### config.mk
export PLATFORM = sky130hd
export DESIGN_NAME = ubeq_top
export DESIGN_NICKNAME = d
export VERILOG_FILES = /design/src/verilog/ubeq_pkg.sv /design/src/verilog/ubeq_qualify.sv /design/src/verilog/ubeq_top.sv
export VERILOG_INCLUDE_DIRS = /design/src /design/src/verilog
export SDC_FILE = /design/constraint.sdc
export NUM_CORES = 1
export LEC_CHECK = 0
export BUFFER_PORTS_ARGS = -buffer_cell sky130_fd_sc_hd__buf_4
export CAP_MARGIN = 25
export CORE_MARGIN = 4
export CORE_UTILIZATION = 50
export CTS_CLUSTER_SIZE = 8
export DETAILED_ROUTE_END_ITERATION = 10
export MAX_ROUTING_LAYER = met4
export PLACE_DENSITY_LB_ADDON = 0.25
export SLEW_MARGIN = 10
export SYNTH_ARGS = -nofsm -noshare
export SYNTH_HDL_FRONTEND = slang
export SYNTH_SLANG_ARGS = --single-unit
export TNS_END_PERCENT = 10
### constraint.sdc
create_clock -name pclk -period 2.5 [get_ports pclk]
set_input_delay 0.125 -clock pclk [delete_from_list [all_inputs] [get_ports pclk]]
set_output_delay 0.125 -clock pclk [all_outputs]
set_load 0.02 [all_outputs]
### src/verilog/ubeq_defs.svh
// Purpose: offsets, field positions, codes and reset values of the event qualifier
// Assumes: included by bare name from the design files
// Notes: definitions only
`ifndef UBEQ_DEFS_SVH
`define UBEQ_DEFS_SVH

`define UBEQ_ADDR_W 12
// register byte offsets
`define UBEQ_OFF_SEL_A 12'h000
`define UBEQ_OFF_ROUTE 12'h010
`define UBEQ_OFF_TALLY 12'h020
`define UBEQ_REG_RESET 32'h0000_0000

// event selection control fields
`define UBEQ_SEQ_CODE_HI 31
`define UBEQ_BR_CODE_HI 30
`define UBEQ_CODE_LO 25
`define UBEQ_MASK_HI 24
`define UBEQ_MASK_LO 9

// event codes and routing select codes
`define UBEQ_CODE_SWITCH 7'h05
`define UBEQ_CODE_QWRITE 7'h09
`define UBEQ_CODE_MISPRED 6'h05
`define UBEQ_CODE_BRANCH 6'h04
`define UBEQ_ROUTE_SEQ 3'h0
`define UBEQ_ROUTE_BR 3'h2

// counter routing config fields
`define UBEQ_ROUTE_SEL_HI 15
`define UBEQ_ROUTE_SEL_LO 13
`define UBEQ_ROUTE_EN 12

`endif

### src/verilog/ubeq_pkg.sv
// Purpose: carrier types of the event qualifier
// Assumes: nothing
// Notes: kind bits are cond, indirect call, return, indirect jump
package ubeq_pkg;
  // one micro-op queue write; src is build, delivery, rom
  typedef struct packed {
    logic valid;
    logic [2:0] src;
  } ubeq_uop_wr_t;

  // one retiring branch
  typedef struct packed {
    logic valid;
    logic mispred;
    logic [3:0] kind;
  } ubeq_branch_t;
endpackage

### src/verilog/ubeq_qualify.sv
// Purpose: decodes one pair of event selection words into hit terms
// Assumes: events are single-cycle qualifiers sampled on pclk
// Notes: purely combinational; the caller registers the result
`include "ubeq_defs.svh"

module ubeq_qualify (
  input wire logic [31:0] seq_sel,
  input wire logic [31:0] br_sel,
  input wire logic switch_evt,
  input wire ubeq_pkg::ubeq_uop_wr_t uop_wr,
  input wire ubeq_pkg::ubeq_branch_t branch,
  output logic seq_hit,
  output logic br_hit
);
  // field extraction
  wire [6:0] seq_code = seq_sel[`UBEQ_SEQ_CODE_HI:`UBEQ_CODE_LO];
  wire [15:0] seq_mask = seq_sel[`UBEQ_MASK_HI:`UBEQ_MASK_LO];
  wire [5:0] br_code = br_sel[`UBEQ_BR_CODE_HI:`UBEQ_CODE_LO];
  wire [15:0] br_mask = br_sel[`UBEQ_MASK_HI:`UBEQ_MASK_LO];

  // sequencer group: transfer needs cache_to_sequencer_mask (bit 0)
  wire cache_to_sequencer_mask = seq_mask[0];
  wire switch_hit = (seq_code == `UBEQ_CODE_SWITCH) & cache_to_sequencer_mask
                    & switch_evt;
  // any set source bit counts a matching write
  wire src_trace_building = seq_mask[0] & uop_wr.src[0];
  wire src_trace_delivery = seq_mask[1] & uop_wr.src[1];
  wire src_rom = seq_mask[2] & uop_wr.src[2];
  wire qwrite_hit = (seq_code == `UBEQ_CODE_QWRITE) & uop_wr.valid
                    & (src_trace_building | src_trace_delivery | src_rom);
  assign seq_hit = switch_hit | qwrite_hit;

  // branch class match; bit 4 covers every indirect kind
  wire class_hit = (br_mask[1] & branch.kind[0])
                 | (br_mask[2] & branch.kind[1])
                 | (br_mask[3] & branch.kind[2])
                 | (br_mask[4] & (branch.kind[1] | branch.kind[2] | branch.kind[3]));
  // mispredicts are counted as reported, overcount included
  wire mispred_hit = (br_code == `UBEQ_CODE_MISPRED) & branch.mispred;
  wire all_hit = (br_code == `UBEQ_CODE_BRANCH);
  assign br_hit = branch.valid & class_hit & (mispred_hit | all_hit);
endmodule

### src/verilog/ubeq_top.sv
// Purpose: apb-programmed qualifier turning core events into counter pulses
// Assumes: event inputs synchronous to pclk; one access phase wait state
// Notes: lanes 0..3 drive counters 4..7; lanes 0,1 use side a, 2,3 side b
//
// Implementation choices: the placing of the registers and register access over APB.
`include "ubeq_defs.svh"

module ubeq_top #(
  parameter int NUM_CNT = 4,
  parameter int TALLY_W = 8
) (
  input wire logic pclk,
  input wire logic presetn,
  input wire logic psel,
  input wire logic penable,
  input wire logic pwrite,
  input wire logic [`UBEQ_ADDR_W-1:0] paddr,
  input wire logic [31:0] pwdata,
  input wire logic [3:0] pstrb,
  output logic [31:0] prdata,
  output logic pready,
  output logic pslverr,
  input wire logic sequencer_active,
  input wire ubeq_pkg::ubeq_uop_wr_t uop_wr,
  input wire ubeq_pkg::ubeq_branch_t branch,
  output logic [NUM_CNT-1:0] cnt_pulse
);
  // lane wiring and tally packing are fixed to four lanes in one word;
  // refused at elaboration so a bad build never reaches simulation
  if (NUM_CNT != 4) begin : g_bad_cnt
    $error("ubeq_top: NUM_CNT must be 4");
  end
  if (TALLY_W < 1 || TALLY_W > 8) begin : g_bad_tally
    $error("ubeq_top: TALLY_W must be 1..8");
  end

  logic pready_q;
  logic pslverr_q;
  logic [31:0] prdata_q;
  logic seq_active_q;
  logic [NUM_CNT-1:0] pulse_q;
  logic [NUM_CNT-1:0] pulse_d;
  logic [31:0] sel_q [4];
  logic [31:0] route_q [NUM_CNT];
  logic [TALLY_W-1:0] tally_q [NUM_CNT];
  logic [31:0] rd_data;
  logic [1:0] seq_hit;
  logic [1:0] br_hit;

  // apb handshake: answer comes one cycle into the access phase
  wire access = psel & penable;
  wire first = access & ~pready_q;
  wire done = access & pready_q;
  wire wr_en = done & pwrite;
  wire [31:0] wmask = {{8{pstrb[3]}}, {8{pstrb[2]}}, {8{pstrb[1]}}, {8{pstrb[0]}}};

  // address decode
  wire [NUM_CNT-1:0] sel_hit;
  wire [NUM_CNT-1:0] route_hit;
  wire tally_hit = (paddr == `UBEQ_OFF_TALLY);
  wire mapped = (|sel_hit) | (|route_hit) | tally_hit;

  // a trace-store to sequencer change is a rising sequencer level
  wire switch_evt = sequencer_active & ~seq_active_q;

  always_ff @(posedge pclk or negedge presetn) begin
    if (!presetn) begin
      pready_q <= 1'b0;
      pslverr_q <= 1'b0;
      prdata_q <= `UBEQ_REG_RESET;
    end else begin
      pready_q <= first;
      pslverr_q <= first & ~mapped;
      prdata_q <= first ? rd_data : prdata_q;
    end
  end

  // edge memory and registered pulses
  always_ff @(posedge pclk or negedge presetn) begin
    if (!presetn) begin
      seq_active_q <= 1'b0;
      pulse_q <= '0;
    end else begin
      seq_active_q <= sequencer_active;
      pulse_q <= pulse_d;
    end
  end

  // one qualifier per side of the selection register pairs
  genvar s;
  generate
    for (s = 0; s < 2; s++) begin : g_side
      ubeq_qualify u_qualify (
        .seq_sel(sel_q[s]),
        .br_sel(sel_q[s+2]),
        .switch_evt(switch_evt),
        .uop_wr(uop_wr),
        .branch(branch),
        .seq_hit(seq_hit[s]),
        .br_hit(br_hit[s])
      );
    end
  endgenerate

  // selection registers: 0,1 sequencer side a,b; 2,3 branch side a,b
  genvar r;
  generate
    for (r = 0; r < 4; r++) begin : g_sel
      assign sel_hit[r] = (paddr == `UBEQ_OFF_SEL_A + 12'(4 * r));
      always_ff @(posedge pclk or negedge presetn) begin
        if (!presetn) begin
          sel_q[r] <= `UBEQ_REG_RESET;
        end else if (wr_en & sel_hit[r]) begin
          sel_q[r] <= (sel_q[r] & ~wmask) | (pwdata & wmask);
        end
      end
    end
  endgenerate

  // per counter lane: routing register, pulse decode, tally
  genvar i;
  generate
    for (i = 0; i < NUM_CNT; i++) begin : g_lane
      wire [2:0] route_sel = route_q[i][`UBEQ_ROUTE_SEL_HI:`UBEQ_ROUTE_SEL_LO];
      wire route_en = route_q[i][`UBEQ_ROUTE_EN];
      assign route_hit[i] = (paddr == `UBEQ_OFF_ROUTE + 12'(4 * i));
      // select code steers the lane to one group; others stay quiet
      assign pulse_d[i] = route_en
        & (((route_sel == `UBEQ_ROUTE_SEQ) & seq_hit[i/2])
        | ((route_sel == `UBEQ_ROUTE_BR) & br_hit[i/2]));
      always_ff @(posedge pclk or negedge presetn) begin
        if (!presetn) begin
          route_q[i] <= `UBEQ_REG_RESET;
        end else if (wr_en & route_hit[i]) begin
          route_q[i] <= (route_q[i] & ~wmask) | (pwdata & wmask);
        end
      end
      // tally wraps; software sees activity without the counter path
      always_ff @(posedge pclk or negedge presetn) begin
        if (!presetn) begin
          tally_q[i] <= '0;
        end else begin
          tally_q[i] <= tally_q[i] + TALLY_W'(pulse_q[i]);
        end
      end
    end
  endgenerate

  // read mux; tally register is read-only, writes to it are dropped
  always_comb begin
    rd_data = 32'h0000_0000;
    for (int k = 0; k < 4; k++) begin
      if (sel_hit[k]) rd_data = rd_data | sel_q[k];
    end
    for (int k = 0; k < NUM_CNT; k++) begin
      if (route_hit[k]) rd_data = rd_data | route_q[k];
      if (tally_hit) rd_data[8*k +: TALLY_W] = tally_q[k];
    end
  end

  assign prdata = prdata_q;
  assign pready = pready_q;
  assign pslverr = pslverr_q;
  assign cnt_pulse = pulse_q;

  // checks on lane 0 (counter 4, side a)
  wire [2:0] l0_sel = route_q[0][`UBEQ_ROUTE_SEL_HI:`UBEQ_ROUTE_SEL_LO];
  wire l0_en = route_q[0][`UBEQ_ROUTE_EN];
  wire [6:0] sa_code = sel_q[0][`UBEQ_SEQ_CODE_HI:`UBEQ_CODE_LO];
  wire [15:0] sa_mask = sel_q[0][`UBEQ_MASK_HI:`UBEQ_MASK_LO];
  wire [5:0] ba_code = sel_q[2][`UBEQ_BR_CODE_HI:`UBEQ_CODE_LO];
  wire [15:0] ba_mask = sel_q[2][`UBEQ_MASK_HI:`UBEQ_MASK_LO];
  wire l0_seq = l0_en & (l0_sel == `UBEQ_ROUTE_SEQ);
  wire l0_br = l0_en & (l0_sel == `UBEQ_ROUTE_BR);
  wire q_code = sa_code == `UBEQ_CODE_QWRITE;

  // lane 1 shares side a; lane 2 reads side b of the sequencer pair
  wire l1_br = route_q[1][`UBEQ_ROUTE_EN]
               & (route_q[1][`UBEQ_ROUTE_SEL_HI:`UBEQ_ROUTE_SEL_LO] == `UBEQ_ROUTE_BR);
  wire l2_seq = route_q[2][`UBEQ_ROUTE_EN]
                & (route_q[2][`UBEQ_ROUTE_SEL_HI:`UBEQ_ROUTE_SEL_LO] == `UBEQ_ROUTE_SEQ);
  wire [6:0] sb_code = sel_q[1][`UBEQ_SEQ_CODE_HI:`UBEQ_CODE_LO];
  wire [15:0] sb_mask = sel_q[1][`UBEQ_MASK_HI:`UBEQ_MASK_LO];
endmodule

==> results of run 1 <==
## per-stage QoR
| stage | power [mW] | hold WS, ns | utilization | std cells |
|---|---|---|---|---|
| finish | 11.6 | 0.120 | 0.617 | 1701 |
| global route | 12.0 | 0.130 | 0.617 | 1701 |
| CTS | 11.7 | 0.107 | 0.617 | 1699 |
| detailed placement | 6.29 | 0.134 | 0.565 | 1615 |
| global placement | 6.28 | 0.132 | 0.565 | 1615 |
| floorplan | 5.79 | -0.171 | - | 1109 |
## final cells by class
type / count / area share
repair buffers: 192 / 0.0872
clock buffers: 48 / 0.0639
multi-input cells: 737 / 0.378
flip-flops and latches: 327 / 0.443
diodes: 2 / 0.000271
clock inverters: 1 / 0.000474
inverters: 4 / 0.000813
well taps: 390 / 0.0264
## worst paths after layout
| path | end | slack (ns) | depth (start not counted) |
|---|---|---|---|
| worst max-delay path | register | 0.34 | 7 |
| worst min-delay path | register | 0.12 | 3 |
| worst max register to register | register | 0.60 | 7 |
| worst min register to register | prdata[16] | 0.48 | 2 |
| max in group asynchronous | prdata[1] | 1.65 | 3 |
| min in group asynchronous | asynchronous set/reset pin | 0.16 | 2 |
## synth_stat cells, drive strengths merged (3+ instances only)
library cell / instances
a211oi: 3
a21oi: 45
a221o: 3
a221oi: 4
a222oi: 4
a22oi: 21
a31oi: 24
and3: 12
and4: 4
buf: 15
clkbuf: 26
dfrtp: 327
ha: 8
inv: 4
mux2: 263
mux2i: 36
mux4: 28
nand2: 55
nand2b: 4
nand3: 25
nand4: 6
nor2: 65
nor3: 18
nor4: 5
o211ai: 7
o21ai: 31
o22ai: 7
or2: 9
or3: 3
xnor2: 16
xor2: 8
## kinds of logic after synthesis
group,count (synthesis)
adder cells (fa/ha/maj),8
XOR/XNOR,24
AND/OR/NAND/NOR,219
flip-flops,327
multiplexers,327
buffers and inverters,45
AO/OA/AOI/OAI,159
## per-layer routing
metal	GRT usage	part of all wire	vias up
met5	-	0	-
met3	0.0444	0.057	66
li1	-	-	4507
met1	0.336	0.45	5195
met2	0.380	0.47	264
met4	0.0587	0.020	0
## worst max-delay path: cells and delay by family
kind / cells / cell delay (ns)
buf+inv: 2 / 0.71
mux: 1 / 0.37
simple gates: 4 / 1.35
## where the power goes
| part | leakage [nW] | switching (mW) | internal, mW |
|---|---|---|---|
| logic | 4.01 | 0.496 | 0.315 |
| registers | 4.51 | 0.0532 | 5.37 |
| clock network | 0.585 | 2.09 | 3.27 |
==> run summary, run 1 <==
WP data arrival -> 2.56 ns
Vias post-DR -> 10032
Synth Flop Type -> dfrtp_1
I/O pin cnt -> 102
Peak supply drop -> 0.000486 V
Post-synth top area share -> 0.534
Routed WL per cell -> 22.9 um
Setup TNS -> 0 ns
Post-CTS Hold Fix Bufs -> 35
CTS buffer count -> 46
Largest family of logic cells by synthesized area -> multiplexers
Post-DRT Antenna Nets -> 0
First-pass GRT wire length -> 61800 um
H-tree depth -> 2
Critical path peak fanout -> 8
Mux cell area share after synthesis -> 0.275
Worst reg2reg path startpoint -> pready
RD Place Congestion -> 0.858
Aggregate global routing overflow -> 0
Synth Area in Adders -> 0.00653
DR iter-0 viols -> 649
Critical Path RT -> 2.91 ns
Crit-path max cell delay -> 0.54 ns
DR DRC count -> 0
Final Instance Area -> 18500 um^2
Max-slew headroom -> 0.613
Startpoint types -> input pin
Final Hold Fails -> 0
Multi-input logic area -> 6980 um^2
Slew @ Worst Pin -> 0.577 ns
Run status -> finished, final reports clean
Setup repair bufs after CTS -> 0
Starting Density -> 0.512
GRT Total Usage -> 0.244
Synthesis Warnings -> 0
HP Start -> pstrb[1]
Final setup fails -> 0
Post-route setup slack -> 0.344 ns
Area leader, netlist -> dfrtp_1
# rows -> 63
Slew Limit Fails -> 0
Ranking of synthesized cells by area -> dfrtp_1, mux2_2, mux2_4, mux2_1, mux4_2
First-pass iteration count of the detailed router -> 5
Min Tclk post-route -> 2.16 ns
Vias in the first global route -> 10521
Post-synth cell types -> 58
Worst-path cell chain -> dlygate4sd3_1 > buf_4 > or4_1 > nor3_4 > nand2_1 > nor2_4 > mux2_1
CP Capture Type -> register
Post-synthesis average cell area -> 13.8 um^2
Largest net degree at the start of global routing -> 67
Die width -> 183 um
DIE HEIGHT -> 183 um
Post-synthesis register bit count -> 327
CP Class -> in -> reg
CTS sink count -> 327
Fraction of layout cells with a size suffix above 1 -> 0.348
Max frequency -> 464 MHz
Worst min-delay path category -> in -> reg
Register area -> 8180 um^2
Clk slew on worst S/H paths -> 0.05 ns
Filler cells -> 2378
Post-synthesis xor/xnor area fraction -> 0.0137
Clock Tree Root -> clkbuf_16
CTS Buffer Depth -> 3
Post-Place Setup Slack -> 0.157 ns
Most common cell after layout, fill and taps aside -> dfrtp_1
Core Region -> 30000 um^2
Port Buffer Count -> 101
Pwr dens -> 628 nW/um^2
Skew-Pair Late Insertion Delay -> 0.53 ns
Area grow syn2layout -> 20.4%
Syn Inst Count -> 1109
Routed WL -> 38900 um
Post-synthesis compound-gate area fraction -> 0.0649
LEAKAGE -> 9.11 nW
Critical path startpoint -> paddr[5]
Synth Area in Simple Gates -> 0.0943
Period utilization -> 0.863
Dpl cell area -> 16900 um^2
TritonCTS clock tree -> yes
CP max stage cell -> dlygate4sd3_1
RSZ-0062 raised after global routing -> no
Seq/Total Area, Yosys -> 0.534
Commonest cells after routing, fill and taps aside -> dfrtp_1, buf_4, mux2_2, mux2_1, mux2_4
Max-cap violations -> 0
Hpwl dp -> 27000 um
Mapped cell area -> 15300 um^2
Vias/cell -> 5.90
EDFF count, synth -> 0
Die footprint -> 33500 um^2
PostCTS Resize Cnt -> 0
Initial antenna violation count -> 2
Nets -> 1380
Synth async-reset ratio -> 1.00
Setup Skew -> 0.00981 ns
Post-Syn Nets -> 1181
No activity file was read; power rests on OpenSTA's default activity.
==> run 2: changes to the inputs <==
--- a/config.mk
+++ b/config.mk
@@ -6,10 +6,13 @@
 export SDC_FILE = /design/constraint.sdc
 export NUM_CORES = 1
 export LEC_CHECK = 0
+export ABC_AREA = 1
+export ABC_CLOCK_PERIOD_IN_PS = 2500
 export BUFFER_PORTS_ARGS = -buffer_cell sky130_fd_sc_hd__buf_4
 export CAP_MARGIN = 25
 export CORE_MARGIN = 4
 export CORE_UTILIZATION = 50
+export CTS_BUF_LIST = sky130_fd_sc_hd__clkbuf_4
 export CTS_CLUSTER_SIZE = 8
 export DETAILED_ROUTE_END_ITERATION = 10
 export MAX_ROUTING_LAYER = met4
==> run summary, run 2 <==
Crit-path max cell delay -> 0.62 ns
PostCTS Resize Cnt -> 0
Cell with the most instances after synthesis -> nand2_1
Vias in the first global route -> 13419
CP max stage cell -> dlygate4sd3_1
Worst reg-to-reg setup slack -> 0.33 ns
Worst-path cell chain -> nor3_2 > dlygate4sd3_1 > buf_12 > nand2_1 > nor2_1 > nand3b_1 > nand2_1 > inv_1
Area leader, netlist -> dfrtp_1
Synthesis Warnings -> 0
Die footprint -> 33200 um^2
Post-Syn Nets -> 1919
Setup Skew -> 0.0365 ns
TritonCTS clock tree -> yes
Area grow syn2layout -> 19.4%
Register area -> 8180 um^2
Dpl cell area -> 16300 um^2
CP top delay family -> buffers and inverters
Synth Area in Simple Gates -> 0.276
DR DRC count -> 0
Post-synthesis average cell area -> 8.22 um^2
First-pass iteration count of the detailed router -> 5
DIE HEIGHT -> 182 um
First-pass GRT wire length -> 70600 um
Clk slew on worst S/H paths -> 0.06 ns
LEAKAGE -> 8.97 nW
Pwr dens -> 608 nW/um^2
Max-cap violations -> 0
Slew @ Worst Pin -> 0.755 ns
EDFF count, synth -> 0
Final setup fails -> 0
Vias/cell -> 5.47
Most Frequent Cell on Critical Path -> nand2_1
Starting Density -> 0.510
GRT Total Usage -> 0.269
Mapped cell area -> 15200 um^2
Sw frac -> 0.244
CTS sink count -> 327
Peak supply drop -> 0.000399 V
CTS Buffer Depth -> 3
Syn Inst Count -> 1847
Run status -> finished, final reports clean
Gate power share -> 0.067
CTS buffer count -> 88
Core Region -> 29800 um^2
Die width -> 182 um
Synth Area in Adders -> 0.00659
Worst min-delay path category -> in -> async
Aggregate global routing overflow -> 0
Clock network power share -> 0.444
Multi-input logic area -> 6050 um^2
Post-synthesis compound-gate area fraction -> 0.100
Initial antenna violation count -> 2
Largest net degree at the start of global routing -> 90
CP Capture Type -> register
Cell-internal power -> 8.33 mW
Synth Flop Type -> dfrtp_1
Filler cells -> 2664
Final Hold Fails -> 0
Slew Limit Fails -> 0
RR Endpoint -> prdata[8]
Synth async-reset ratio -> 1.00
End point of the critical path -> prdata[8]
Skew-Pair Late Insertion Delay -> 0.71 ns
Critical path peak fanout -> 59
WP data arrival -> 2.75 ns
Seq/Total Area, Yosys -> 0.539
Setup TNS -> 0 ns
Ranking of synthesized cells by area -> dfrtp_1, nand2_1, nand3_1, o21ai_0, inv_1
Hpwl dp -> 27500 um
Max-slew headroom -> 0.497
RD Place Congestion -> 0.911
DR iter-0 viols -> 1180
Psw -> 2.69 mW
Nets -> 2111
Worst reg2reg path depth -> 8
Max frequency -> 461 MHz
Startpoint types -> register
Clock Tree Root -> clkbuf_4
Levels on crit path -> 8
Routed WL -> 42400 um
Post-synth top area share -> 0.539
Most common cell after layout, fill and taps aside -> nand2_1
I/O pin cnt -> 102
Vias post-DR -> 13629
Post-synthesis register bit count -> 327
Final Instance Area -> 18100 um^2
CP Class -> reg -> reg
Mux cell area share after synthesis -> 0
Buf+Inv Stages, Crit Path -> 3
Post-synth cell types -> 30
Fraction of layout cells with a size suffix above 1 -> 0.150
Routed WL per cell -> 17.0 um
Reg power frac -> 0.489
Port Buffer Count -> 101
# rows -> 63
Period utilization -> 0.867
Min Tclk post-route -> 2.17 ns
Worst reg2reg path startpoint -> pready
RSZ-0062 raised after global routing -> no
Largest family of logic cells by synthesized area -> simple AND/OR/NAND/NOR gates
Critical Path RT -> 3.08 ns
Commonest cells after routing, fill and taps aside -> nand2_1, dfrtp_1, nand3_1, o21ai_0, inv_1
Post-DRT Antenna Nets -> 0
H-tree depth -> 3
Critical path startpoint -> pready
Post-synthesis xor/xnor area fraction -> 0.0138
Commonest cells in the synthesized netlist -> nand2_1, dfrtp_1, nand3_1, o21ai_0, inv_1
run 2: power groups by stage:
stage	Combinational (mW)	Sequential, mW	Clock [mW]
finish	0.744	5.39	4.89
global route	0.822	5.39	5.28
CTS	0.755	5.39	4.97
detailed placement	0.699	5.49	0
global placement	0.692	5.49	0
floorplan	0.213	5.55	0
run 2: kinds of logic (layout without fill, tap and decap cells):
family                     Yosys count  in the layout
buffers and inverters              236            489
adders and majority gates            8              8
other                                0              2
and+or+nand+nor                    954            954
DFF                                327            327
xor gates and xnor gates            24             24
AOI/OAI and AO/OA                  298            298
run 2: worst min path at each step:
| stage | start | to | slack, ns | depth (start not counted) |
|---|---|---|---|---|
| global route | sequencer_active | seq_active_q | 0.06 | 2 |
| finish | presetn | asynchronous set/reset pin | 0.04 | 2 |
| detailed placement | presetn | asynchronous set/reset pin | 0.21 | 1 |
| CTS | uop_wr[0] | cnt_pulse[2] | 0.02 | 9 |
| floorplan | presetn | asynchronous set/reset pin | -0.17 | 0 |
| global placement | presetn | asynchronous set/reset pin | 0.20 | 1 |
run 2: cell type report:
type | count | area share
diodes | 2 | 0.000276
clock buffers | 132 | 0.0546
clock inverters | 19 | 0.00828
inverters | 141 | 0.0292
multi-input cells | 1284 | 0.334
flip-flops and latches | 327 | 0.451
well taps | 390 | 0.0269
repair buffers | 197 | 0.0958
run 2: per-layer routing:
metal | up-vias | part of all wire | track usage
met5 | - | 0 | -
met4 | 0 | 0.026 | 0.0883
met3 | 94 | 0.072 | 0.0484
met2 | 535 | 0.47 | 0.414
met1 | 6545 | 0.43 | 0.366
li1 | 6455 | - | -
run 2: through the flow:
stage / std cells / setup WS, ns / total power, mW / utilization / hold slack [ns]
2_1_floorplan: 1847 / 0.694 / 5.77 / - / -0.171
3_3_place_gp: 2273 / 0.427 / 6.18 / 0.548 / 0.200
3_5_place_dp: 2273 / 0.348 / 6.19 / 0.548 / 0.209
4_1_cts: 2489 / 0.0224 / 11.1 / 0.608 / 0.0223
5_1_grt: 2492 / 0.192 / 11.5 / 0.609 / 0.0611
6_report: 2492 / 0.332 / 11.0 / 0.609 / 0.0377
run 2: timing repair:
action / in CTS / in global routing
hold buffers: 65 / 0
setup buffers: 0 / 1
endpoints found under the hold margin: 464 / 0
endpoints found under the setup margin: 0 / 19
